<file path="config.mk">
export PLATFORM = sky130hd
export DESIGN_NAME = ir_receive_capture_envelope
export DESIGN_NICKNAME = d
export VERILOG_FILES = /design/src/ir_pkg.sv /design/src/ir_sync2.sv /design/src/ir_carrier_gen.sv /design/src/ir_receive_capture_envelope.sv
export SDC_FILE = /design/constraint.sdc
export NUM_CORES = 1
export LEC_CHECK = 0
export ABC_AREA = 1
export ABC_CLOCK_PERIOD_IN_PS = 4400
export BUFFER_PORTS_ARGS = -buffer_cell sky130_fd_sc_hd__buf_2
export CELL_PAD_IN_SITES_DETAIL_PLACEMENT = 1
export CELL_PAD_IN_SITES_GLOBAL_PLACEMENT = 1
export CORE_MARGIN = 2
export CORE_UTILIZATION = 40
export DETAILED_ROUTE_END_ITERATION = 10
export PLACE_DENSITY = 0.79
export SLEW_MARGIN = 20
export SYNTH_ARGS = -nofsm -noshare
export SYNTH_HDL_FRONTEND = slang
export SYNTH_SLANG_ARGS = --single-unit
</file>
<file path="constraint.sdc">
create_clock -name i_clock -period 4.4 [get_ports i_clock]
set_input_delay 0.44 -clock i_clock [delete_from_list [all_inputs] [get_ports i_clock]]
set_output_delay 0.44 -clock i_clock [all_outputs]
set_load 0.01 [all_outputs]
</file>
<file path="src/ir_pkg.sv">
// shared constants and types for the infrared capture and envelope block
package ir_pkg;
  // bus geometry
  localparam int unsigned ADDR_W = 5;
  localparam int unsigned DATA_W = 32;
  // register word index, byte address is four times it
  localparam logic [2:0]  REG_CTRL  = 3'h0;
  localparam logic [2:0]  REG_STAT  = 3'h1;
  localparam logic [2:0]  REG_CARR  = 3'h2;
  localparam logic [2:0]  REG_PER   = 3'h3;
  localparam logic [2:0]  REG_CNT   = 3'h4;
  // control register field positions
  localparam int unsigned CTRL_EN   = 0;
  localparam int unsigned CTRL_TX   = 1;
  localparam int unsigned CTRL_EDGE = 2;
  localparam int unsigned CTRL_FINE = 4;
  localparam int unsigned CTRL_RLD  = 5;
  localparam int unsigned CTRL_BCM  = 6;
  localparam int unsigned CTRL_POL  = 7;
  localparam int unsigned CTRL_DATA = 8;
  localparam int unsigned CTRL_ENV  = 9;
  localparam int unsigned CTRL_DIV  = 11;
  localparam int unsigned CTRL_IE   = 14;
  localparam int unsigned CTRL_W    = 15;
  // status register field positions
  localparam int unsigned STAT_IRQ  = 0;
  localparam int unsigned STAT_OVF  = 1;
  // reset and special counter values
  localparam logic [CTRL_W-1:0] CTRL_RESET = 15'h0000;
  localparam logic [15:0] CARR_RESET  = 16'h0000;
  localparam logic [15:0] CNT_ZERO    = 16'h0000;
  localparam logic [15:0] CNT_MAX     = 16'hFFFF;
  localparam logic [15:0] BURST_START = 16'h0001;
  localparam logic [1:0]  SPACE_CYC   = 2'h2;
  localparam logic [DATA_W-1:0] RD_ZERO = 32'h0000_0000;
  // receive edge choice
  typedef enum logic [1:0] {
    EDGE_NONE = 2'b00,
    EDGE_FALL = 2'b01,
    EDGE_RISE = 2'b10,
    EDGE_BOTH = 2'b11
  } edge_sel_t;
  // envelope pin choice
  typedef enum logic [1:0] {
    ENV_OFF  = 2'b00,
    ENV_MOD  = 2'b01,
    ENV_FREE = 2'b10,
    ENV_RSVD = 2'b11
  } env_sel_t;
  // operating state
  typedef enum logic [1:0] {
    ST_IDLE    = 2'b00,
    ST_RX_WAIT = 2'b01,
    ST_RX_RUN  = 2'b10,
    ST_TX_RUN  = 2'b11
  } ir_state_t;
endpackage

</file>
<file path="src/ir_sync2.sv">
// two flip-flop synchroniser for one pin level
module ir_sync2 (
  input  wire logic i_clock,
  input  wire logic i_rstn,
  input  wire logic i_ce,
  input  wire logic i_async,
  output logic      o_sync
);
  logic meta_r;  // first stage, read only by the second
  // two stages, frozen with the clock enable
  always_ff @(posedge i_clock or negedge i_rstn) begin
    if (!i_rstn) begin
      meta_r <= 1'b0;
      o_sync <= 1'b0;
    end else if (i_ce) begin
      meta_r <= i_async;
      o_sync <= meta_r;
    end
  end
endmodule

</file>
<file path="src/ir_carrier_gen.sv">
// carrier generator: high and low phases counted in divided clocks
module ir_carrier_gen (
  input  wire logic       i_clock,
  input  wire logic       i_rstn,
  input  wire logic       i_ce,
  input  wire logic       i_run,
  input  wire logic       i_tick,
  input  wire logic [7:0] i_high,
  input  wire logic [7:0] i_low,
  output logic            o_level,
  output logic            o_cycle
);
  logic [7:0] cnt_r;  // ticks left in this phase
  logic       ph_r;   // current phase, high first
  wire        last = i_tick && (cnt_r == 8'h00);
  // one pulse as each full period ends
  assign o_cycle = i_run && last && !ph_r;
  assign o_level = ph_r;
  // phase counter, idles high and loaded
  always_ff @(posedge i_clock or negedge i_rstn) begin
    if (!i_rstn) begin
      ph_r  <= 1'b1;
      cnt_r <= 8'h00;
    end else if (i_ce) begin
      if (!i_run) begin
        ph_r  <= 1'b1;
        cnt_r <= i_high;
      end else if (last) begin
        ph_r  <= !ph_r;
        cnt_r <= ph_r ? i_low : i_high;
      end else if (i_tick) begin
        cnt_r <= cnt_r - 8'h01;
      end
    end
  end
endmodule

</file>
<file path="src/ir_receive_capture_envelope.sv">
// infrared timer: receive capture, burst count and transmit envelope
// Summary of operation
// - envelope modes 01b/10b drive envelope pin
// - envelope pin shows sampled data_bit xor polarity in transmit, polarity otherwise
// - carrier pin modulated at 01b, free at 10b
// - receive when tx_mode low and enabled
// - edge_select picks qualified pin edges
// - counter starts at zero on first event
// - fine select picks divided clock or carrier
// - event stores pin level into data_bit
// - standard mode copies counter into period
// - capture_reload clears counter on events
// - counter wrap sets overflow and interrupt
// - receive runs until tx_mode or disable
// - standard mode flags interrupt per capture
// - burst mode disables the period capture
// - burst mode period counts qualified edges
// - two silent carrier cycles flag a space
// - entering burst mode loads period 0001h
// - burst mode keeps clock and reload choices
// - interrupt output gated by irq enable
// - carrier high/low last count plus one
// - transmit reloads counter after reaching zero
module ir_receive_capture_envelope
  import ir_pkg::*;
#(
  parameter int unsigned PRE_W = 8  // divided clock prescaler width
) (
  input  wire logic              i_clock,
  input  wire logic              i_rstn,
  input  wire logic              i_ce,
  input  wire logic [ADDR_W-1:0] i_address,
  input  wire logic              i_read,
  input  wire logic              i_write,
  input  wire logic [DATA_W-1:0] i_writedata,
  output logic      [DATA_W-1:0] o_readdata,
  output logic                   o_waitrequest,
  input  wire logic              i_receive_in_pin,
  output logic                   o_carrier_out_pin,
  output logic                   o_envelope_out_pin,
  output logic                   o_envelope_out_oe,
  output logic                   o_irq
);
  // the divider reaches 2 to the 7th
  if (PRE_W < 7) begin : g_chk
    $error("PRE_W must be at least 7");
  end

  // software registers
  logic [CTRL_W-1:0] ctrl_r;        // control fields
  logic              data_bit_r;    // transmit data or captured level
  logic              irq_flag_r;    // timer interrupt flag
  logic              ovf_flag_r;    // overflow flag
  logic [15:0]       carrier_r;     // carrier high and low counts
  logic [15:0]       period_r;      // interval period register
  logic [15:0]       counter_r;     // interval counter
  // bus slave state
  logic              wait_r;        // waitrequest, high until answered
  logic [DATA_W-1:0] rdata_r;       // read answer
  // internal state
  ir_state_t         state_r;       // operating state
  ir_state_t         state_nxt;
  logic [PRE_W-1:0]  pre_r;         // prescaler for divided clock
  logic              rx_d_r;        // last synchronised pin level
  logic              bcm_d_r;       // last burst mode bit
  logic [1:0]        space_r;       // carrier cycles since last edge
  logic              env_data_r;    // data sampled at boundary
  logic              env_pol_r;     // polarity sampled at boundary
  logic              carr_pin_r;    // carrier pin register
  logic              env_pin_r;     // envelope pin register
  logic              env_oe_r;      // envelope pin enable register
  logic              irq_r;         // interrupt output register
  logic [15:0]       counter_nxt;
  logic [15:0]       period_nxt;
  logic              carr_nxt;

  // control field decode
  wire       ir_enable     = ctrl_r[CTRL_EN];
  wire       tx_mode       = ctrl_r[CTRL_TX];
  wire       fine_sel      = ctrl_r[CTRL_FINE];
  wire       cap_reload    = ctrl_r[CTRL_RLD];
  wire       bcm           = ctrl_r[CTRL_BCM];
  wire       tx_polarity   = ctrl_r[CTRL_POL];
  wire       irq_en        = ctrl_r[CTRL_IE];
  wire [2:0] div_sel       = ctrl_r[CTRL_DIV +: 3];
  wire       edge_sel_t edge_select = edge_sel_t'(ctrl_r[CTRL_EDGE +: 2]);
  wire       env_sel_t env_select   = env_sel_t'(ctrl_r[CTRL_ENV +: 2]);
  wire [7:0] carrier_high  = carrier_r[15:8];
  wire [7:0] carrier_low   = carrier_r[7:0];

  // bus decode
  wire       req      = i_read || i_write;
  wire       accept   = req && !wait_r;
  wire       wr_acc   = i_write && !wait_r;
  wire [2:0] widx     = i_address[ADDR_W-1:2];
  wire       wr_ctrl  = wr_acc && (widx == REG_CTRL);
  wire       wr_stat  = wr_acc && (widx == REG_STAT);
  wire       wr_carr  = wr_acc && (widx == REG_CARR);
  wire       wr_per   = wr_acc && (widx == REG_PER);

  // read mux, unmapped words read zero
  wire [DATA_W-1:0] ctrl_view = DATA_W'({ctrl_r[CTRL_W-1:CTRL_DATA+1], data_bit_r,
                                         ctrl_r[CTRL_DATA-1:0]});
  wire [DATA_W-1:0] stat_view = DATA_W'({ovf_flag_r, irq_flag_r});
  wire [DATA_W-1:0] rd_mux =
    (widx == REG_CTRL) ? ctrl_view :
    (widx == REG_STAT) ? stat_view :
    (widx == REG_CARR) ? DATA_W'(carrier_r) :
    (widx == REG_PER)  ? DATA_W'(period_r) :
    (widx == REG_CNT)  ? DATA_W'(counter_r) : RD_ZERO;

  // receive pin crossing
  logic rx_s;
  ir_sync2 u_sync (
    .i_clock (i_clock),
    .i_rstn  (i_rstn),
    .i_ce    (i_ce),
    .i_async (i_receive_in_pin),
    .o_sync  (rx_s)
  );

  // edge detect after synchronisation
  wire rise  = rx_s && !rx_d_r;
  wire fall  = !rx_s && rx_d_r;
  wire qual  = ((edge_select == EDGE_RISE) && rise) ||
               ((edge_select == EDGE_FALL) && fall) ||
               ((edge_select == EDGE_BOTH) && (rise || fall));

  // divided clock tick every 2^div_sel cycles
  wire [PRE_W-1:0] pre_mask = ~({PRE_W{1'b1}} << div_sel);
  wire             ir_tick  = ((pre_r & pre_mask) == pre_mask);

  // carrier generator
  logic carr_lvl;
  logic car_cycle;
  ir_carrier_gen u_carr (
    .i_clock (i_clock),
    .i_rstn  (i_rstn),
    .i_ce    (i_ce),
    .i_run   (ir_enable),
    .i_tick  (ir_tick),
    .i_high  (carrier_high),
    .i_low   (carrier_low),
    .o_level (carr_lvl),
    .o_cycle (car_cycle)
  );

  // counter clock choice, kept in burst mode too
  wire cnt_tick = fine_sel ? ir_tick : car_cycle;

  // mode and event decode
  wire rx_act    = ir_enable && !tx_mode;
  wire tx_act    = ir_enable && tx_mode;
  wire tx_start  = tx_act && (state_r != ST_TX_RUN);
  wire tx_bound  = (state_r == ST_TX_RUN) && cnt_tick && (counter_r == CNT_ZERO);
  wire rx_cap    = (state_r == ST_RX_RUN) && qual;
  wire ovf_evt   = (state_r == ST_RX_RUN) && cnt_tick && (counter_r == CNT_MAX) &&
                   !qual;
  wire space_evt = (state_r == ST_RX_RUN) && bcm && car_cycle && !qual &&
                   (space_r == SPACE_CYC - 2'h1);
  wire bcm_rise  = bcm && !bcm_d_r;
  wire irq_set   = (rx_cap && !bcm) || space_evt || tx_bound;
  wire env_on    = (env_select == ENV_MOD) || (env_select == ENV_FREE);

  // state transitions
  always_comb begin
    state_nxt = state_r;
    unique case (state_r)
      ST_IDLE:    if (tx_act) state_nxt = ST_TX_RUN;
                  else if (rx_act) state_nxt = ST_RX_WAIT;
      ST_RX_WAIT: if (!rx_act) state_nxt = tx_act ? ST_TX_RUN : ST_IDLE;
                  else if (qual) state_nxt = ST_RX_RUN;
      ST_RX_RUN:  if (!rx_act) state_nxt = tx_act ? ST_TX_RUN : ST_IDLE;
      ST_TX_RUN:  if (!ir_enable) state_nxt = ST_IDLE;
                  else if (!tx_mode) state_nxt = ST_RX_WAIT;
    endcase
  end

  // interval counter next value
  always_comb begin
    counter_nxt = counter_r;
    if (tx_start) begin
      counter_nxt = period_r;
    end else begin
      unique case (state_r)
        ST_IDLE:    counter_nxt = counter_r;
        ST_RX_WAIT: counter_nxt = CNT_ZERO;
        ST_RX_RUN:  if (qual && cap_reload) counter_nxt = CNT_ZERO;
                    else if (cnt_tick) counter_nxt = counter_r + 16'h0001;
        ST_TX_RUN:  if (tx_bound) counter_nxt = period_r;
                    else if (cnt_tick) counter_nxt = counter_r - 16'h0001;
      endcase
    end
  end

  // period register next value, burst entry first
  always_comb begin
    period_nxt = period_r;
    if (bcm_rise) begin
      period_nxt = BURST_START;
    end else if (rx_cap && bcm) begin
      period_nxt = period_r + 16'h0001;
    end else if (rx_cap) begin
      period_nxt = counter_r;
    end else if (wr_per) begin
      period_nxt = i_writedata[15:0];
    end
  end

  // carrier pin choice
  always_comb begin
    if (!ir_enable) begin
      carr_nxt = 1'b0;
    end else if (state_r != ST_TX_RUN) begin
      carr_nxt = tx_polarity;
    end else if (env_select == ENV_FREE) begin
      carr_nxt = carr_lvl ^ env_pol_r;
    end else begin
      carr_nxt = env_data_r ? (carr_lvl ^ env_pol_r) : env_pol_r;
    end
  end

  // bus slave: one wait state, then answer
  always_ff @(posedge i_clock or negedge i_rstn) begin
    if (!i_rstn) begin
      wait_r  <= 1'b1;
      rdata_r <= RD_ZERO;
    end else if (i_ce) begin
      wait_r <= !(req && wait_r);
      if (i_read && wait_r) rdata_r <= rd_mux;
    end
  end

  // control and carrier registers
  always_ff @(posedge i_clock or negedge i_rstn) begin
    if (!i_rstn) begin
      ctrl_r    <= CTRL_RESET;
      carrier_r <= CARR_RESET;
    end else if (i_ce) begin
      if (wr_ctrl) ctrl_r <= i_writedata[CTRL_W-1:0];
      if (wr_carr) carrier_r <= i_writedata[15:0];
    end
  end

  // data bit: capture beats software
  always_ff @(posedge i_clock or negedge i_rstn) begin
    if (!i_rstn) begin
      data_bit_r <= 1'b0;
    end else if (i_ce) begin
      if (rx_cap) data_bit_r <= rx_s;
      else if (wr_ctrl) data_bit_r <= i_writedata[CTRL_DATA];
    end
  end

  // sticky flags, set wins over write-one clear
  always_ff @(posedge i_clock or negedge i_rstn) begin
    if (!i_rstn) begin
      irq_flag_r <= 1'b0;
      ovf_flag_r <= 1'b0;
    end else if (i_ce) begin
      irq_flag_r <= irq_set || (irq_flag_r && !(wr_stat && i_writedata[STAT_IRQ]));
      ovf_flag_r <= ovf_evt || (ovf_flag_r && !(wr_stat && i_writedata[STAT_OVF]));
    end
  end

  // timing state
  always_ff @(posedge i_clock or negedge i_rstn) begin
    if (!i_rstn) begin
      state_r   <= ST_IDLE;
      counter_r <= CNT_ZERO;
      period_r  <= CNT_ZERO;
      pre_r     <= '0;
      rx_d_r    <= 1'b0;
      bcm_d_r   <= 1'b0;
    end else if (i_ce) begin
      state_r   <= state_nxt;
      counter_r <= counter_nxt;
      period_r  <= period_nxt;
      pre_r     <= pre_r + 1'b1;
      rx_d_r    <= rx_s;
      bcm_d_r   <= bcm;
    end
  end

  // silent carrier cycle count for space detection
  always_ff @(posedge i_clock or negedge i_rstn) begin
    if (!i_rstn) begin
      space_r <= 2'h0;
    end else if (i_ce) begin
      if (qual || (state_r != ST_RX_RUN) || !bcm) space_r <= 2'h0;
      else if (car_cycle && (space_r != SPACE_CYC)) space_r <= space_r + 2'h1;
    end
  end

  // transmit samples at start and each boundary
  always_ff @(posedge i_clock or negedge i_rstn) begin
    if (!i_rstn) begin
      env_data_r <= 1'b0;
      env_pol_r  <= 1'b0;
    end else if (i_ce) begin
      if (tx_start || tx_bound) begin
        env_data_r <= data_bit_r;
        env_pol_r  <= tx_polarity;
      end
    end
  end

  // registered pins and interrupt
  always_ff @(posedge i_clock or negedge i_rstn) begin
    if (!i_rstn) begin
      carr_pin_r <= 1'b0;
      env_pin_r  <= 1'b0;
      env_oe_r   <= 1'b0;
      irq_r      <= 1'b0;
    end else if (i_ce) begin
      carr_pin_r <= carr_nxt;
      env_oe_r   <= ir_enable && env_on;
      env_pin_r  <= (state_r == ST_TX_RUN) ? (env_data_r ^ env_pol_r) : tx_polarity;
      irq_r      <= irq_en && (irq_flag_r || ovf_flag_r);
    end
  end

  assign o_readdata         = rdata_r;
  assign o_waitrequest      = wait_r;
  assign o_carrier_out_pin  = carr_pin_r;
  assign o_envelope_out_pin = env_pin_r;
  assign o_envelope_out_oe  = env_oe_r;
  assign o_irq              = irq_r;
endmodule

</file>
* Yosys cells after proc, flatten, opt, wreduce, memory -nomap -nowiden
Cells that the tools add are included.
** Word-level totals
- Register bits :: 130
- Word-level logic and storage cells :: 183
- Input bits :: 43
** Cells by class
- Shift-type cells :: 1
- Bitwise operators :: 4
- Equal/unequal tests :: 27
- Mux-type cells :: 40
- Add/subtract/negate cells :: 6
- Reductions and logical operators :: 81
** Operator list (number)
- 16-bit 2-to-1 mux :: 14
- 16-bit one-hot mux with 3 select lines :: 1
- 1-bit logical AND :: 39
- 16-bit by 1-bit adder with 16-bit output, second input constant :: 2
- 8-bit 2-to-1 mux :: 4
- 2-bit 2-to-1 mux :: 10
- 2-bit AND reduction :: 9
- 16-bit equality test, second input constant :: 1
- 16-bit zero test :: 1
- 16-bit by 1-bit subtractor with 16-bit output, second input constant :: 1
- 1-bit logical OR :: 13
- 1-bit zero test :: 11
- 2-bit equality test, second input constant :: 5
- 1-bit 2-to-1 mux :: 10
- 2-bit inequality test, second input constant :: 5
- 3-bit inequality test, second input constant :: 3
- 8-bit by 1-bit adder with 8-bit output, second input constant :: 1
- 8-bit AND :: 1
- 2-bit by 1-bit equality test with 1-bit output, second input constant :: 4
- 8-bit equality test :: 1
- 8-bit zero test :: 1
- 8-bit NOT :: 1
- 2-bit one-hot mux with 4 select lines :: 1
- 8-bit by 3-bit << shifter with 8-bit output, first input constant :: 1
- other kinds (16) :: 19

* Logic depth before layout (Yosys ltp)
Gate-level depths: netlist of the first run.
- Word-level depth :: 13
- Gate-level depth with buffers :: 16
- Depth with buffers taken out :: 16

* Modules after synthesis
A second synthesis of the first run with hierarchy kept.
** Second synthesis, totals
- Cell total of the unflattened synthesis :: 1058
- Area, all modules :: 7492.2 um^2
** Modules (own cells, without submodules)
- ir_receive_capture_envelope :: area each 6516.2 um^2, cells each 897, times used 1
- ir_carrier_gen :: area each 899.6 um^2, cells each 152, times used 1
- ir_sync2 :: area each 76.3 um^2, cells each 9, times used 1

* Worst setup path after synthesis of the first run
OpenSTA, ideal clock, no wires.
- Kind :: register -> register
- Start :: reg counter_r[0]
- End :: reg counter_r[11]
- Arrival time :: 1.900 ns
- Buffers on the path :: 1
- Cell stages (with the launch flop) :: 13
- Clock period less this slack :: 2.021 ns
- Required time :: 4.279 ns
- Slack :: 2.379 ns
- Cell sequence :: dfrtp_1 -> inv_1 -> ha_1 -> nand3_2 -> nor3_4 -> nand2_2 -> nor2_4 -> buf_2 -> nand4_1 -> nand3_1 -> nand2_1 -> nand2_1 -> a21oi_2
** Between the ends
- Cells in the longest elaborated chain, start to end :: 5
- Elaborated cells between the ends (all ways) :: 12
** Ends and longest elaborated chain
- start: declaration :: line ir_receive_capture_envelope.sv:56 : logic [15:0] counter_r;
- start signal: assignment :: line ir_receive_capture_envelope.sv:277 : counter_r <= counter_nxt;
- 16-bit by 1-bit subtractor with 16-bit output (tied with other cells) :: line ir_receive_capture_envelope.sv:191 : else if (cnt_tick) counter_nxt = counter_r - 16'h0001;
- 16-bit 2-to-1 mux (tied with other cells) :: line ir_receive_capture_envelope.sv:191
- 16-bit 2-to-1 mux (on tied branches) :: line ir_receive_capture_envelope.sv:190, ir_receive_capture_envelope.sv:188
- 16-bit one-hot mux with 3 select lines :: line ir_receive_capture_envelope.sv:185 : unique case (state_r)
- 16-bit 2-to-1 mux :: line ir_receive_capture_envelope.sv:182 : if (tx_start) begin
Parallel ways exist; a longest one is shown, timed or not. The select of a mux whose other input is x is not followed.
A chain may end at the register's enable or synchronous reset.

* Final worst setup path of the first run
- Start :: reg ctrl_r[12]
- End :: reg counter_r[8]
** Between the ends
- Cells in the longest elaborated chain, start to end :: 13
- Elaborated cells between the ends (all ways) :: 16
** Ends and longest elaborated chain
- start: declaration :: line ir_receive_capture_envelope.sv:50 : logic [CTRL_W-1:0] ctrl_r;
- start signal: assignment :: line ir_receive_capture_envelope.sv:240 : if (wr_ctrl) ctrl_r <= i_writedata[CTRL_W-1:0];
- 8-bit by 3-bit << shifter with 8-bit output * :: line ir_receive_capture_envelope.sv:130 : wire [PRE_W-1:0] pre_mask = ~({PRE_W{1'b1}} << div_sel);
- 8-bit NOT * :: line ir_receive_capture_envelope.sv:130
- 8-bit AND :: line ir_receive_capture_envelope.sv:131 : wire ir_tick = ((pre_r & pre_mask) == pre_mask);
- 8-bit equality test * :: line ir_receive_capture_envelope.sv:131
- 1-bit logical AND :: line ir_carrier_gen.sv:15 : wire last = i_tick && (cnt_r == 8'h00);
- 1-bit logical AND (2 in series) :: line ir_carrier_gen.sv:17 : assign o_cycle = i_run && last && !ph_r;
- 1-bit 2-to-1 mux * :: line ir_receive_capture_envelope.sv:149 : wire cnt_tick = fine_sel ? ir_tick : car_cycle;
- 1-bit logical AND (2 in series) :: line ir_receive_capture_envelope.sv:155 : wire tx_bound = (state_r == ST_TX_RUN) && cnt_tick && (counter_r == CNT_ZERO);
- 16-bit 2-to-1 mux :: line ir_receive_capture_envelope.sv:190 : ST_TX_RUN: if (tx_bound) counter_nxt = period_r;
- 16-bit one-hot mux with 3 select lines :: line ir_receive_capture_envelope.sv:185
- 16-bit 2-to-1 mux :: line ir_receive_capture_envelope.sv:182
Mark *: on every way between the ends. The rest lies on a longest branch, timed or not.

==> impl_summary.txt, run 1 <==
----------------------------------------------------
[Final layout]
  Final net count ... roughly 1100
  Number of antenna cells inserted ... 0
  Fraction of final layout cells with drive strength greater than 1 ... between 10% and 20%
  Area added between synthesis and finish ... 8.49%
  Util after Layout ... between 40 and 50%
  Finished Layout Cells ... around 1200

[Critical path]
  Worst path max stage delay ... 0.52 ns
  Worst path arrival time ... ~3.1 ns
  Buffers and inverters on the worst path ... 2
  R2r worst-path depth ... 14
  Capturing element type of the critical path ... flip-flop
  Highest-delay cell along the critical path ... sky130_fd_sc_hd__dfrtp_1
  Setup Crit Path Kind ... flip-flop to flip-flop
  Critical Path Source Type ... flip-flop
  Required time reported for the critical path endpoint ... roughly 4.7 ns
  Cell depth of the worst setup path ... 14
  Delay-heaviest family, CP ... simple AND/OR/NAND/NOR gates
  Most common cell type on the critical path ... sky130_fd_sc_hd__nand2_1
  Critical path fanouts, max ... 18
  Critical path, cell by cell ... nor2_1, nand2_1, nand2_1, nand3_2, nor2_4, inv_2, nand2_2, nand2_4, nand3_2, nand2_2, nor2_8, inv_2, nand2_1, nand2_1

[Timing]
  Worst Skew ... just under 0.009 ns
  Minimum clock period after layout ... 2.82 ns
  Hold violation count in the final report ... 0
  Total Negative Setup Slacks ... 0 ns
  Pin slew with the least headroom to its limit ... slightly above 0.9 ns
  Tightest slew margin relative to the limit ... around 39%
  Max Fclk ... approximately 0.35 GHz
  Period Utilization, post-route ... roughly 64%
  Unrepaired setup endpoints after global routing ... false
  Final Max Slew Viols ... 0
  Setup-violating endpoint count in the final report ... 0

[Flow run]
  Max-cap violations ... 0

[Logic synthesis]
  Number of enable flip-flop cells after synthesis ... 0
  Top flip-flop cell by instance count after synthesis ... sky130_fd_sc_hd__dfrtp_1
  Synthesized area divided by synthesized cell count ... ~7.4 µm²
  Register bit count reported by yosys ... 112
  Number of unique standard cell types used by synthesis ... 50
  Total standard cell area after synthesis ... 0.00732 mm²
  Post-synthesis instance total ... 985
  Sequential-to-total area share from yosys stat ... 38.3%
  Asr flop ratio synth ... 100%
  Number of synthesis warnings ... 0

[Placed design]
  Routability-driven placement congestion ratio ... between 0.8 and 0.9
  Placed cell count ... ~1200
  Detailed placer's ending HPWL ... 17.7 mm
  Buffers added on ports ... 45

[Global route]
  Number of antenna violations at the first check in global routing ... 0
  Wire length of the first global-routing pass ... 38.7 mm
  Number of global-route vias before repair ... 6959
  Global-route usage over all layers ... roughly 25%
  Maximum number of pins on one net before global-route repair ... 56
  GRT overflow ... 0

[Clock network]
  Number of buffers created by CTS ... 9
  H-tree depth reported by CTS ... 3
  Clock edge transition at the registers on the reported setup and hold paths ... ~0.090 ns
  Source-to-sink clock delay at the later pin of the worst-skew pair ... 0.37 ns
  # Post-CTS Setup Buffers ... 0
  Post-cts hold buffer count ... 0
  Clock tree from TritonCTS ... built
  Cells resized by post-CTS repair ... 0
  Clock Root Buffer ... sky130_fd_sc_hd__clkbuf_16
  Longest Clk Path Bufs ... 2
  Clock sink count ... about 110

[Power]
  Leak Pwr ... between 0.003 and 0.004 µW
  Sw Pwr ... around 2100 µW
  Power share of the sequential group ... approximately two fifths
  Switching fraction of total power ... about 47%
  Combinational share of power ... about two fifths
  Fraction of power consumed by the clock network ... 20.1%
  Cell-internal power ... approximately 2400 µW
  Peak supply drop ... 0.242 mV
  PwrDens ... about 560 mW/mm²

[Die]
  Starting utilization of the core area ... between 40% and 50%
  Overall die width ... ~140 µm
  Die Y ... 139 µm
  Number of top-level pins ... 80
  Row count ... 49
  Core ar. ... 0.0180 mm²
  Area of the die ... 0.0194 mm²

[Drt]
  Starting DRC count in detailed routing ... about 530
  Detailed-route wire length per cell ... around 19 µm
  DRC violation count after routing ... 0
  Number of nets with antenna violations after routing ... 0
  Detailed-router iteration count before antenna repair ... 5
  Via count ... around 7000
  Total wire length after detailed routing ... about 24 mm
  Vias per Instance ... ~5.6

[Outcome]
  Status ... finished, final reports clean

[Hold path]
  Tightest Hold Check Type ... input pin to async pin

----------------------------------------------------
[cells by family (layout without fill, tap and decap cells)]
logic type	after synthesis	after routing	share of synthesized area, %
flip-flops	112	112	38.3
adder cells (fa/ha/maj)	11	11	1.88
buffers and inverters	179	192	10.9
other	1	16	0.0512
AO/OA/AOI/OAI	213	213	17.4
AND/OR/NAND/NOR	441	441	28.1
XOR/XNOR	28	28	3.35
[through the flow]
step	setup WS (ns)	hold slack (ns)	cell area, µm²	total power (µW)
2_1_floorplan	2.38	0.144	7380	3000
3_3_place_gp	1.67	0.458	7630	3450
3_5_place_dp	1.64	0.462	7630	3530
4_1_cts	1.59	0.181	7950	4430
5_1_grt	1.39	0.197	7950	4760
6_report	1.58	0.141	7950	4420
[power by group through the flow]
| stage | combinational [µW] | sequential [µW] | clock [µW] |
|---|---|---|---|
| 2_1_floorplan | 1370 | 1640 | 0 |
| 3_3_place_gp | 1660 | 1790 | 0 |
| 3_5_place_dp | 1720 | 1810 | 0 |
| 4_1_cts | 1730 | 1790 | 908 |
| 5_1_grt | 1960 | 1860 | 944 |
| 6_report | 1740 | 1800 | 887 |
[state kept, by name, summed over array words and instances (netlist names), 2 cells and up]
register and count:
carrier_r 16, ctrl_r 14, u_carr.cnt_r 8, counter_r 16
period_r 16, o_readdata 16, space_r 2, pre_r 7
state_r 2
[final cells by class]
type | count | area (µm²)
inverters | 119 | 447
multi-input cells | 709 | 3770
clock buffers | 9 | 225
flip-flops and latches | 112 | 2810
fillers | 2307 | 10000
well taps | 229 | 287
repair buffers | 57 | 318
clock inverters | 7 | 88.8
[routing by layer]
layer | global-route usage (%) | part of all wire (%) | up-vias | wire, µm
li1 | - | - | 3315 | -
met1 | 32.8 | 45 | 3417 | 10600
met2 | 43.3 | 49 | 142 | 11700
met3 | 3.37 | 3.5 | 31 | 821
met4 | 7.39 | 2.6 | 0 | 618
met5 | 0 | 0 | - | 0
[placed cells by master, fill, tap and decap left out, types with 15 or more instances in the layout]
| cell | count |
|---|---|
| sky130_fd_sc_hd__a21oi_1 | 36 |
| sky130_fd_sc_hd__a221oi_1 | 15 |
| sky130_fd_sc_hd__buf_2 | 44 |
| sky130_fd_sc_hd__conb_1 | 16 |
| sky130_fd_sc_hd__dfrtp_1 | 110 |
| sky130_fd_sc_hd__inv_1 | 110 |
| sky130_fd_sc_hd__nand2_1 | 225 |
| sky130_fd_sc_hd__nand3_1 | 44 |
| sky130_fd_sc_hd__nand4_1 | 29 |
| sky130_fd_sc_hd__nor2_1 | 80 |
| sky130_fd_sc_hd__nor3_1 | 17 |
| sky130_fd_sc_hd__o21ai_0 | 90 |
| sky130_fd_sc_hd__o22ai_1 | 32 |
| sky130_fd_sc_hd__xor2_1 | 26 |
[path summary, 6_finish.rpt]
kind / from / to / slack [ns]
max in group asynchronous: i_rstn / o_waitrequest$_DFFE_PN1P_ / 3.35
min in group i_clock: i_receive_in_pin / u_sync.meta_r$_DFFE_PN0P_ / 0.27
max reg2reg: ctrl_r[12]$_DFFE_PN0P_ / counter_r[8]$_DFFE_PN0P_ / 1.58
min reg2reg: pre_r[6]$_DFFE_PN0P_ / pre_r[6]$_DFFE_PN0P_ / 0.48
max: ctrl_r[12]$_DFFE_PN0P_ / counter_r[8]$_DFFE_PN0P_ / 1.58
min: i_rstn / counter_r[3]$_DFFE_PN0P_ / 0.14
[synthesized netlist by cell type, types with 15 or more instances]
master / instances / share of area [%]
sky130_fd_sc_hd__dfrtp_1: 110 / 38
sky130_fd_sc_hd__o21ai_0: 90 / 6.2
sky130_fd_sc_hd__inv_1: 110 / 5.6
sky130_fd_sc_hd__o22ai_1: 32 / 2.7
sky130_fd_sc_hd__nor2_1: 80 / 4.1
sky130_fd_sc_hd__a221oi_1: 15 / 1.8
sky130_fd_sc_hd__nor3_1: 17 / 1.2
sky130_fd_sc_hd__buf_4: 18 / 1.8
sky130_fd_sc_hd__nand4_1: 29 / 2.5
sky130_fd_sc_hd__nand2_1: 225 / 12
sky130_fd_sc_hd__nand3_1: 44 / 3.0
sky130_fd_sc_hd__clkbuf_1: 24 / 1.2
sky130_fd_sc_hd__a21oi_1: 36 / 2.5
sky130_fd_sc_hd__xor2_1: 26 / 3.1
No activity file was read; power rests on OpenSTA's default activity.
==> run 2, diff against run 1 <==
- ABC_CLOCK_PERIOD_IN_PS: 4400 -> 2600
- clock period: 4.4 -> 2.6 ns (I/O delays scaled with it)
==> run 2 against run 1 <==
Effect of this change:
- largest cell class unchanged
- worst hold slack worse by 0.041 ns
- critical endpoint is now counter_r[13]$_DFFE_PN0P_
- final area is 2.8% higher
- clock skew is 0.0030 ns lower
- sequential cell count stayed put
==> impl_summary.txt, run 2 (synthesized netlist as in run 1, its figures left out) <==
----------------------------------------------------
[Final layout]
  Area added between synthesis and finish ... 11.5% (was 8.49%)
  Cell area after layout ... 0.00817 mm² (was 0.00795 mm²)
  Most common library cell in the layout ignoring fill and taps ... sky130_fd_sc_hd__nand2_1 (unchanged)
  Number of antenna cells inserted ... 0 (unchanged)
  Fraction of final layout cells with drive strength greater than 1 ... 14.9% (was 12.7%)
  Util after Layout ... 45.5% (was 44.2%)
  Final net count ... 1087 (was 1062)
  Most used cells in the layout excluding fill and tap cells ... 225 x sky130_fd_sc_hd__nand2_1, 110 x sky130_fd_sc_hd__inv_1, 108 x sky130_fd_sc_hd__dfrtp_1, 90 x sky130_fd_sc_hd__o21ai_0, 79 x sky130_fd_sc_hd__nor2_1 (was 225 x sky130_fd_sc_hd__nand2_1, 110 x sky130_fd_sc_hd__inv_1, 110 x sky130_fd_sc_hd__dfrtp_1, 90 x sky130_fd_sc_hd__o21ai_0, 80 x sky130_fd_sc_hd__nor2_1)
  Fillers ... 2285 (was 2307)

[Critical path]
  Worst path max stage delay ... 0.37 ns (was 0.52 ns)
  Required time reported for the critical path endpoint ... 2.90 ns (was 4.66 ns)
  Setup Crit Path Kind ... flip-flop to flip-flop (unchanged)
  Buffers and inverters on the worst path ... 2 (unchanged)
  Capturing element type of the critical path ... flip-flop (unchanged)
  Critical path fanouts, max ... 14 (was 18)
  Most common cell type on the critical path ... sky130_fd_sc_hd__nand2_4 (was sky130_fd_sc_hd__nand2_1)
  R2R Path Start ... u_carr.cnt_r[0]$_DFFE_PN0P_ (was ctrl_r[12]$_DFFE_PN0P_)
  Crit. Startpoint ... u_carr.cnt_r[0]$_DFFE_PN0P_ (was ctrl_r[12]$_DFFE_PN0P_)
  Worst path arrival time ... 2.66 ns (was 3.08 ns)
  Delay-heaviest family, CP ... simple AND/OR/NAND/NOR gates (unchanged)
  Critical path, cell by cell ... inv_1, ha_1, nand3_2, nor3_4, nand4_4, nand2_4, nand2_4, nand2_2, nand2_4, nor2_8, buf_12, nor2_1, a21oi_1 (was nor2_1, nand2_1, nand2_1, nand3_2, nor2_4, inv_2, nand2_2, nand2_4, nand3_2, nand2_2, nor2_8, inv_2, nand2_1, nand2_1)
  Critical Path Source Type ... flip-flop (unchanged)
  Highest-delay cell along the critical path ... sky130_fd_sc_hd__dfrtp_1 (unchanged)

[Global route]
  Number of global-route vias before repair ... 7305 (was 6959)
  Most utilized layer in the global route result ... met2 (unchanged)
  Wire length of the first global-routing pass ... 40.0 mm (was 38.7 mm)
  Met2 Usage GRT ... 44.5% (was 43.3%)
  GRT overflow ... 0 (unchanged)
  Global Route met1 Usage ... 33.4% (was 32.8%)
  Met3 usage in global routing ... 3.75% (was 3.37%)
  Maximum number of pins on one net before global-route repair ... 45 (was 56)
  Number of antenna violations at the first check in global routing ... 0 (unchanged)
  Global-route usage over all layers ... 26.0% (was 25.1%)

[Die]
  Starting utilization of the core area ... 40.8% (unchanged)
  Row count ... 49 (unchanged)
  Core ar. ... 0.0180 mm² (unchanged)
  Overall die width ... 139 µm (unchanged)
  Die Y ... 139 µm (unchanged)
  Number of top-level pins ... 80 (unchanged)
  Area of the die ... 0.0194 mm² (unchanged)

[Drt]
  Via count ... 7129 (was 6905)
  Total wire length after detailed routing ... 25.0 mm (was 23.7 mm)
  DRC violation count after routing ... 0 (unchanged)
  Detailed-router iteration count before antenna repair ... 5 (unchanged)
  Number of nets with antenna violations after routing ... 0 (unchanged)
  Starting DRC count in detailed routing ... 487 (was 531)
  Detailed-route wire length per cell ... 19.7 µm (was 19.1 µm)
  Vias per Instance ... 5.63 (was 5.56)

[Clock network]
  Clock tree from TritonCTS ... built (unchanged)
  H-tree depth reported by CTS ... 3 (unchanged)
  Clock sink count ... 112 (unchanged)
  Clock edge transition at the registers on the reported setup and hold paths ... 0.08 ns (was 0.09 ns)
  Number of buffers created by CTS ... 9 (unchanged)
  Clock Root Buffer ... sky130_fd_sc_hd__clkbuf_16 (unchanged)
  Source-to-sink clock delay at the later pin of the worst-skew pair ... 0.37 ns (about the same)
  Longest Clk Path Bufs ... 2 (unchanged)

[Power]
  Leak Pwr ... 0.00382 µW (was 0.00371 µW)
  Peak supply drop ... 0.422 mV (was 0.242 mV)
  PwrDens ... 938 mW/mm² (was 557 mW/mm²)

[Timing]
  Final Max Slew Viols ... 0 (unchanged)
  Total Negative Setup Slacks ... 0 ns (unchanged)
  Hold violation count in the final report ... 0 (unchanged)
  Max Fclk ... 0.422 GHz (was 0.355 GHz)
  Unrepaired setup endpoints after global routing ... false (unchanged)
  Period Utilization, post-route ... 91.1% (was 64.1%)
  Setup-violating endpoint count in the final report ... 0 (unchanged)
  Worst Skew ... 0.00571 ns (was 0.00866 ns)
  Tightest slew margin relative to the limit ... 40.5% (was 39.0%)
  Minimum clock period after layout ... 2.37 ns (was 2.82 ns)
  Pin slew with the least headroom to its limit ... 0.891 ns (was 0.913 ns)

[Outcome]
  Status ... finished, final reports clean (unchanged)

[Hold path]
  Tightest Hold Check Type ... input pin to flip-flop (was input pin to async pin)
  Launch instance of the worst min-delay path ... i_receive_in_pin

[Placed design]
  Routability-driven placement congestion ratio ... 0.904 (was 0.899)
  Buffers added on ports ... 45 (unchanged)
  Detailed placer's ending HPWL ... 18.6 mm (was 17.7 mm)
  Area after DPL ... 0.00784 mm² (was 0.00763 mm²)

[Flow run]
  Max-cap violations ... 0 (unchanged)

----------------------------------------------------
-- run 2: cell types whose count changed in the layout (fill, tap and decap cells not counted), sizes merged --
cell and delta:
clkinv -1, clkbuf +1, buf +24, clkinvlp +1, dlygate4sd3 +1, inv -1
-- run 2: report_power, final --
group	internal, µW	total, µW	switching (µW)
clock	679	1430	748
sequential	2310	2960	652
combinational	1120	3280	2160
-- run 2: final timing paths --
| path | endpoint | slack, ns | depth (start not counted) |
|---|---|---|---|
| worst min-delay path | u_sync.meta_r$_DFFE_PN0P_ | 0.1 | 3 |
| min in group asynchronous | o_carrier_out_pin$_DFFE_PN0P_ | 0.49 | 2 |
| max in group asynchronous | u_carr.o_level$_DFFE_PN1P_ | 1.41 | 3 |
| worst min register to register | pre_r[6]$_DFFE_PN0P_ | 0.48 | 1 |
| worst max-delay path | counter_r[13]$_DFFE_PN0P_ | 0.23 | 13 |
| worst max register to register | counter_r[13]$_DFFE_PN0P_ | 0.23 | 13 |
-- run 2: area by class of cell --
type                            count  area [µm²]  share of cell area [%]
Clock inverter                      6        61.3                   0.750
Tap cell                          229         287                    3.51
Multi-Input combinational cell    709        3790                    46.4
Sequential cell                   112        2810                    34.4
Timing Repair Buffer               82         546                    6.68
Clock buffer                       10         229                    2.80
Inverter                          119         447                    5.47
-- run 2: stage by stage --
stage	hold WS (ns)	power [µW]	instances	setup WS [ns]
5_1_grt	0.125	8210	1267	0.0250
3_3_place_gp	0.357	6040	1249	0.263
6_report	0.0993	7660	1267	0.232
4_1_cts	0.0966	7650	1266	0.153
3_5_place_dp	0.368	6190	1249	0.229
2_1_floorplan	-0.0356	5080	1000	0.579
-- run 2: metal layers --
metal	share of wire (%)	routed length (µm)	vias up
li1	-	-	3354
met1	43	10800	3533
met2	49	12300	201
met3	4.3	1070	41
met4	3.3	823	0
met5	0	0	-
-- run 2: worst min-delay path: cells and delay by family --
kind | cells | cell delay [ns]
buf+inv | 1 | 0.08
simple gates | 2 | 0.09
-- run 2: timing repair --
item	in CTS	in global routing
setup buffers	0	1
endpoints found under the setup margin	0	6
resized for setup	0	5
endpoints found under the hold margin	42	0
hold buffers	1	0
==> run 3, diff against run 2 <==
- CORE_UTILIZATION: 40 -> 30
- PLACE_DENSITY: 0.79 -> 0.63
==> run 3 against run 2 <==
Effect of this change:
- combinational power is essentially flat
- power is essentially flat
- worst hold slack gained 0.0011 ns
- via count shrank 2.6%
- maximum frequency grew 0.87%
- critical path depth grew 1
- largest cell class unchanged
==> impl_summary.txt, run 3 (synthesized netlist as in run 1, its figures left out) <==
----------------------------------------------------
[Critical path]
  Worst path arrival time ... 2.62 ns (was 2.66 ns)
  Required time reported for the critical path endpoint ... 2.87 ns (was 2.90 ns)
  Capturing element type of the critical path ... flip-flop (unchanged)
  Critical path fanouts, max ... 16 (was 14)
  Setup Crit Path Kind ... flip-flop to flip-flop (unchanged)
  Critical Path Source Type ... flip-flop (unchanged)

[Drt]
  Detailed-router iteration count before antenna repair ... 5 (unchanged)
  Number of nets with antenna violations after routing ... 0 (unchanged)
  Detailed-route wire length per cell ... 18.4 µm (was 19.7 µm)
  DRC violation count after routing ... 0 (unchanged)
  Via count ... 6942 (was 7129)
  Total wire length after detailed routing ... 25.2 mm (was 25.0 mm)
  Vias per Instance ... 5.07 (was 5.63)
  Starting DRC count in detailed routing ... 420 (was 487)

[Power]
  Peak supply drop ... 0.337 mV (was 0.422 mV)
  Sw Pwr ... 3520 µW (was 3560 µW)
  Leak Pwr ... 0.00386 µW (was 0.00382 µW)
  Switching fraction of total power ... 46.0% (was 46.4%)
  Fraction of power consumed by the clock network ... 19.0% (was 18.6%)
  Power share of the sequential group ... 38.5% (was 38.6%)
  Overall power of the completed layout ... 7660 µW (about the same)
  Combinational share of power ... 42.5% (was 42.7%)
  Cell-internal power ... 4130 µW (was 4110 µW)
  PwrDens ... 920 mW/mm² (was 938 mW/mm²)

[Placed design]
  Detailed placer's ending HPWL ... 19.6 mm (was 18.6 mm)
  Buffers added on ports ... 45 (unchanged)
  Placed cell count ... 1353 (was 1249)
  Routability-driven placement congestion ratio ... 0.861 (was 0.904)

[Clock network]
  Source-to-sink clock delay at the later pin of the worst-skew pair ... 0.37 ns (about the same)
  # Post-CTS Setup Buffers ... 0 (unchanged)
  Number of buffers created by CTS ... 9 (unchanged)
  Longest Clk Path Bufs ... 2 (unchanged)
  Clock Root Buffer ... sky130_fd_sc_hd__clkbuf_16 (unchanged)
  Clock edge transition at the registers on the reported setup and hold paths ... 0.08 ns (about the same)
  Clock tree from TritonCTS ... built (unchanged)
  H-tree depth reported by CTS ... 3 (unchanged)
  Clock sink count ... 112 (unchanged)

[Final layout]
  Final net count ... 1095 (was 1087)
  Fillers ... 2971 (was 2285)
  Number of antenna cells inserted ... 0 (unchanged)
  Most used cells in the layout excluding fill and tap cells ... 225 x sky130_fd_sc_hd__nand2_1, 110 x sky130_fd_sc_hd__inv_1, 110 x sky130_fd_sc_hd__dfrtp_1, 90 x sky130_fd_sc_hd__o21ai_0, 80 x sky130_fd_sc_hd__nor2_1 (was 225 x sky130_fd_sc_hd__nand2_1, 110 x sky130_fd_sc_hd__inv_1, 108 x sky130_fd_sc_hd__dfrtp_1, 90 x sky130_fd_sc_hd__o21ai_0, 79 x sky130_fd_sc_hd__nor2_1)
  Area added between synthesis and finish ... 13.6% (was 11.5%)
  Fraction of final layout cells with drive strength greater than 1 ... 15.4% (was 14.9%)
  Finished Layout Cells ... 1370 (was 1267)
  Util after Layout ... 34.4% (was 45.5%)
  Most common library cell in the layout ignoring fill and taps ... sky130_fd_sc_hd__nand2_1 (unchanged)

[Die]
  Area of the die ... 0.0257 mm² (was 0.0194 mm²)
  Overall die width ... 160 µm (was 139 µm)
  Row count ... 57 (was 49)
  Number of top-level pins ... 80 (unchanged)
  Die Y ... 160 µm (was 139 µm)
  Starting utilization of the core area ... 30.3% (was 40.8%)
  Core ar. ... 0.0242 mm² (was 0.0180 mm²)

[Global route]
  Number of global-route vias before repair ... 7161 (was 7305)
  Global-route usage over all layers ... 20.2% (was 26.0%)
  Maximum number of pins on one net before global-route repair ... 48 (was 45)
  Number of antenna violations at the first check in global routing ... 0 (unchanged)
  Wire length of the first global-routing pass ... 40.4 mm (was 40.0 mm)
  GRT overflow ... 0 (unchanged)

[Timing]
  Unrepaired setup endpoints after global routing ... false (unchanged)
  Worst Skew ... 0.00794 ns (was 0.00571 ns)
  Max Fclk ... 0.426 GHz (was 0.422 GHz)
  Pin slew with the least headroom to its limit ... 0.720 ns (was 0.891 ns)
  Tightest slew margin relative to the limit ... 51.9% (was 40.5%)
  Final Max Slew Viols ... 0 (unchanged)
  Total Negative Setup Slacks ... 0 ns (unchanged)
  Minimum clock period after layout ... 2.35 ns (was 2.37 ns)
  Period Utilization, post-route ... 90.3% (was 91.1%)
  Hold violation count in the final report ... 0 (unchanged)
  Setup-violating endpoint count in the final report ... 0 (unchanged)

[Flow run]
  Max-cap violations ... 0 (unchanged)

[Hold path]
  Tightest Hold Check Type ... input pin to flip-flop (unchanged)

[Outcome]
  Status ... finished, final reports clean (unchanged)

----------------------------------------------------
-- run 3: final cells by class --
cell class / count / area (µm²) / area share, %
Clock inverter: 7 / 75.1 / 0.902
Sequential cell: 112 / 2810 / 33.7
Multi-Input combinational cell: 709 / 3780 / 45.5
Inverter: 119 / 447 / 5.37
Clock buffer: 9 / 225 / 2.71
Tap cell: 324 / 405 / 4.87
Timing Repair Buffer: 90 / 581 / 6.98
-- run 3: worst paths after layout --
check                                    startpoint                         to  slack, ns  cells after the start
max                        counter_r[1]$_DFFE_PN0P_   counter_r[8]$_DFFE_PN0P_       0.25                     14
max reg2reg                counter_r[1]$_DFFE_PN0P_   counter_r[8]$_DFFE_PN0P_       0.25                     14
min reg2reg                    pre_r[6]$_DFFE_PN0P_       pre_r[6]$_DFFE_PN0P_       0.47                      1
min                                i_receive_in_pin  u_sync.meta_r$_DFFE_PN0P_       0.10                      3
min in group asynchronous                    i_rstn  counter_r[12]$_DFFE_PN0P_       0.32                      2
max in group asynchronous                    i_rstn  carrier_r[10]$_DFFE_PN0P_       1.56                      3
-- run 3: layer usage --
layer / GRT usage, % / part of all wire (%) / routed length (µm) / vias up
met5: 0 / 0 / 0 / -
met4: 6.43 / 2.0 / 514 / 0
met3: 2.21 / 3.0 / 760 / 25
met2: 35.0 / 50 / 12500 / 106
met1: 26.4 / 45 / 11400 / 3433
li1: - / - / - / 3378
-- run 3: what timing repair did --
item	CTS	global route
gates resized for setup	0	1
endpoints found under the hold margin	18	0
hold buffers	1	0
setup endpoints to repair	0	3
-- run 3: power by group through the flow --
stage	sequential [µW]	clock, µW	combinational (µW)
3_5_place_dp	2990	0	3250
6_report	2950	1450	3250
5_1_grt	3050	1570	3670
3_3_place_gp	2970	0	3180
2_1_floorplan	2770	0	2320
4_1_cts	2960	1500	3260
-- run 3: critical path, stage by stage (launching register included) --
cell and delay, ns:
sky130_fd_sc_hd__dfrtp_1 0.45, sky130_fd_sc_hd__inv_1 0.17, sky130_fd_sc_hd__ha_1 0.23, sky130_fd_sc_hd__nand3_2 0.14, sky130_fd_sc_hd__nor3_4 0.29, sky130_fd_sc_hd__nand2_2 0.13, sky130_fd_sc_hd__nor2_4 0.14, sky130_fd_sc_hd__buf_4 0.24
sky130_fd_sc_hd__nand4_1 0.11, sky130_fd_sc_hd__nand2_1 0.07, sky130_fd_sc_hd__nand2_1 0.04, sky130_fd_sc_hd__nand2_1 0.05, sky130_fd_sc_hd__nand2_1 0.07, sky130_fd_sc_hd__nand2_1 0.07, sky130_fd_sc_hd__nand2_1 0.05
-- run 3: through the flow --
| step | hold WS [ns] | area, µm² | worst slack (ns) |
|---|---|---|---|
| after floorplan | -0.0356 | 7380 | 0.579 |
| after global placement | 0.193 | 8000 | 0.237 |
| after detailed placement | 0.188 | 8000 | 0.193 |
| after CTS | 0.0889 | 8310 | 0.183 |
| after global routing | 0.107 | 8320 | 0.0560 |
| final | 0.100 | 8320 | 0.253 |
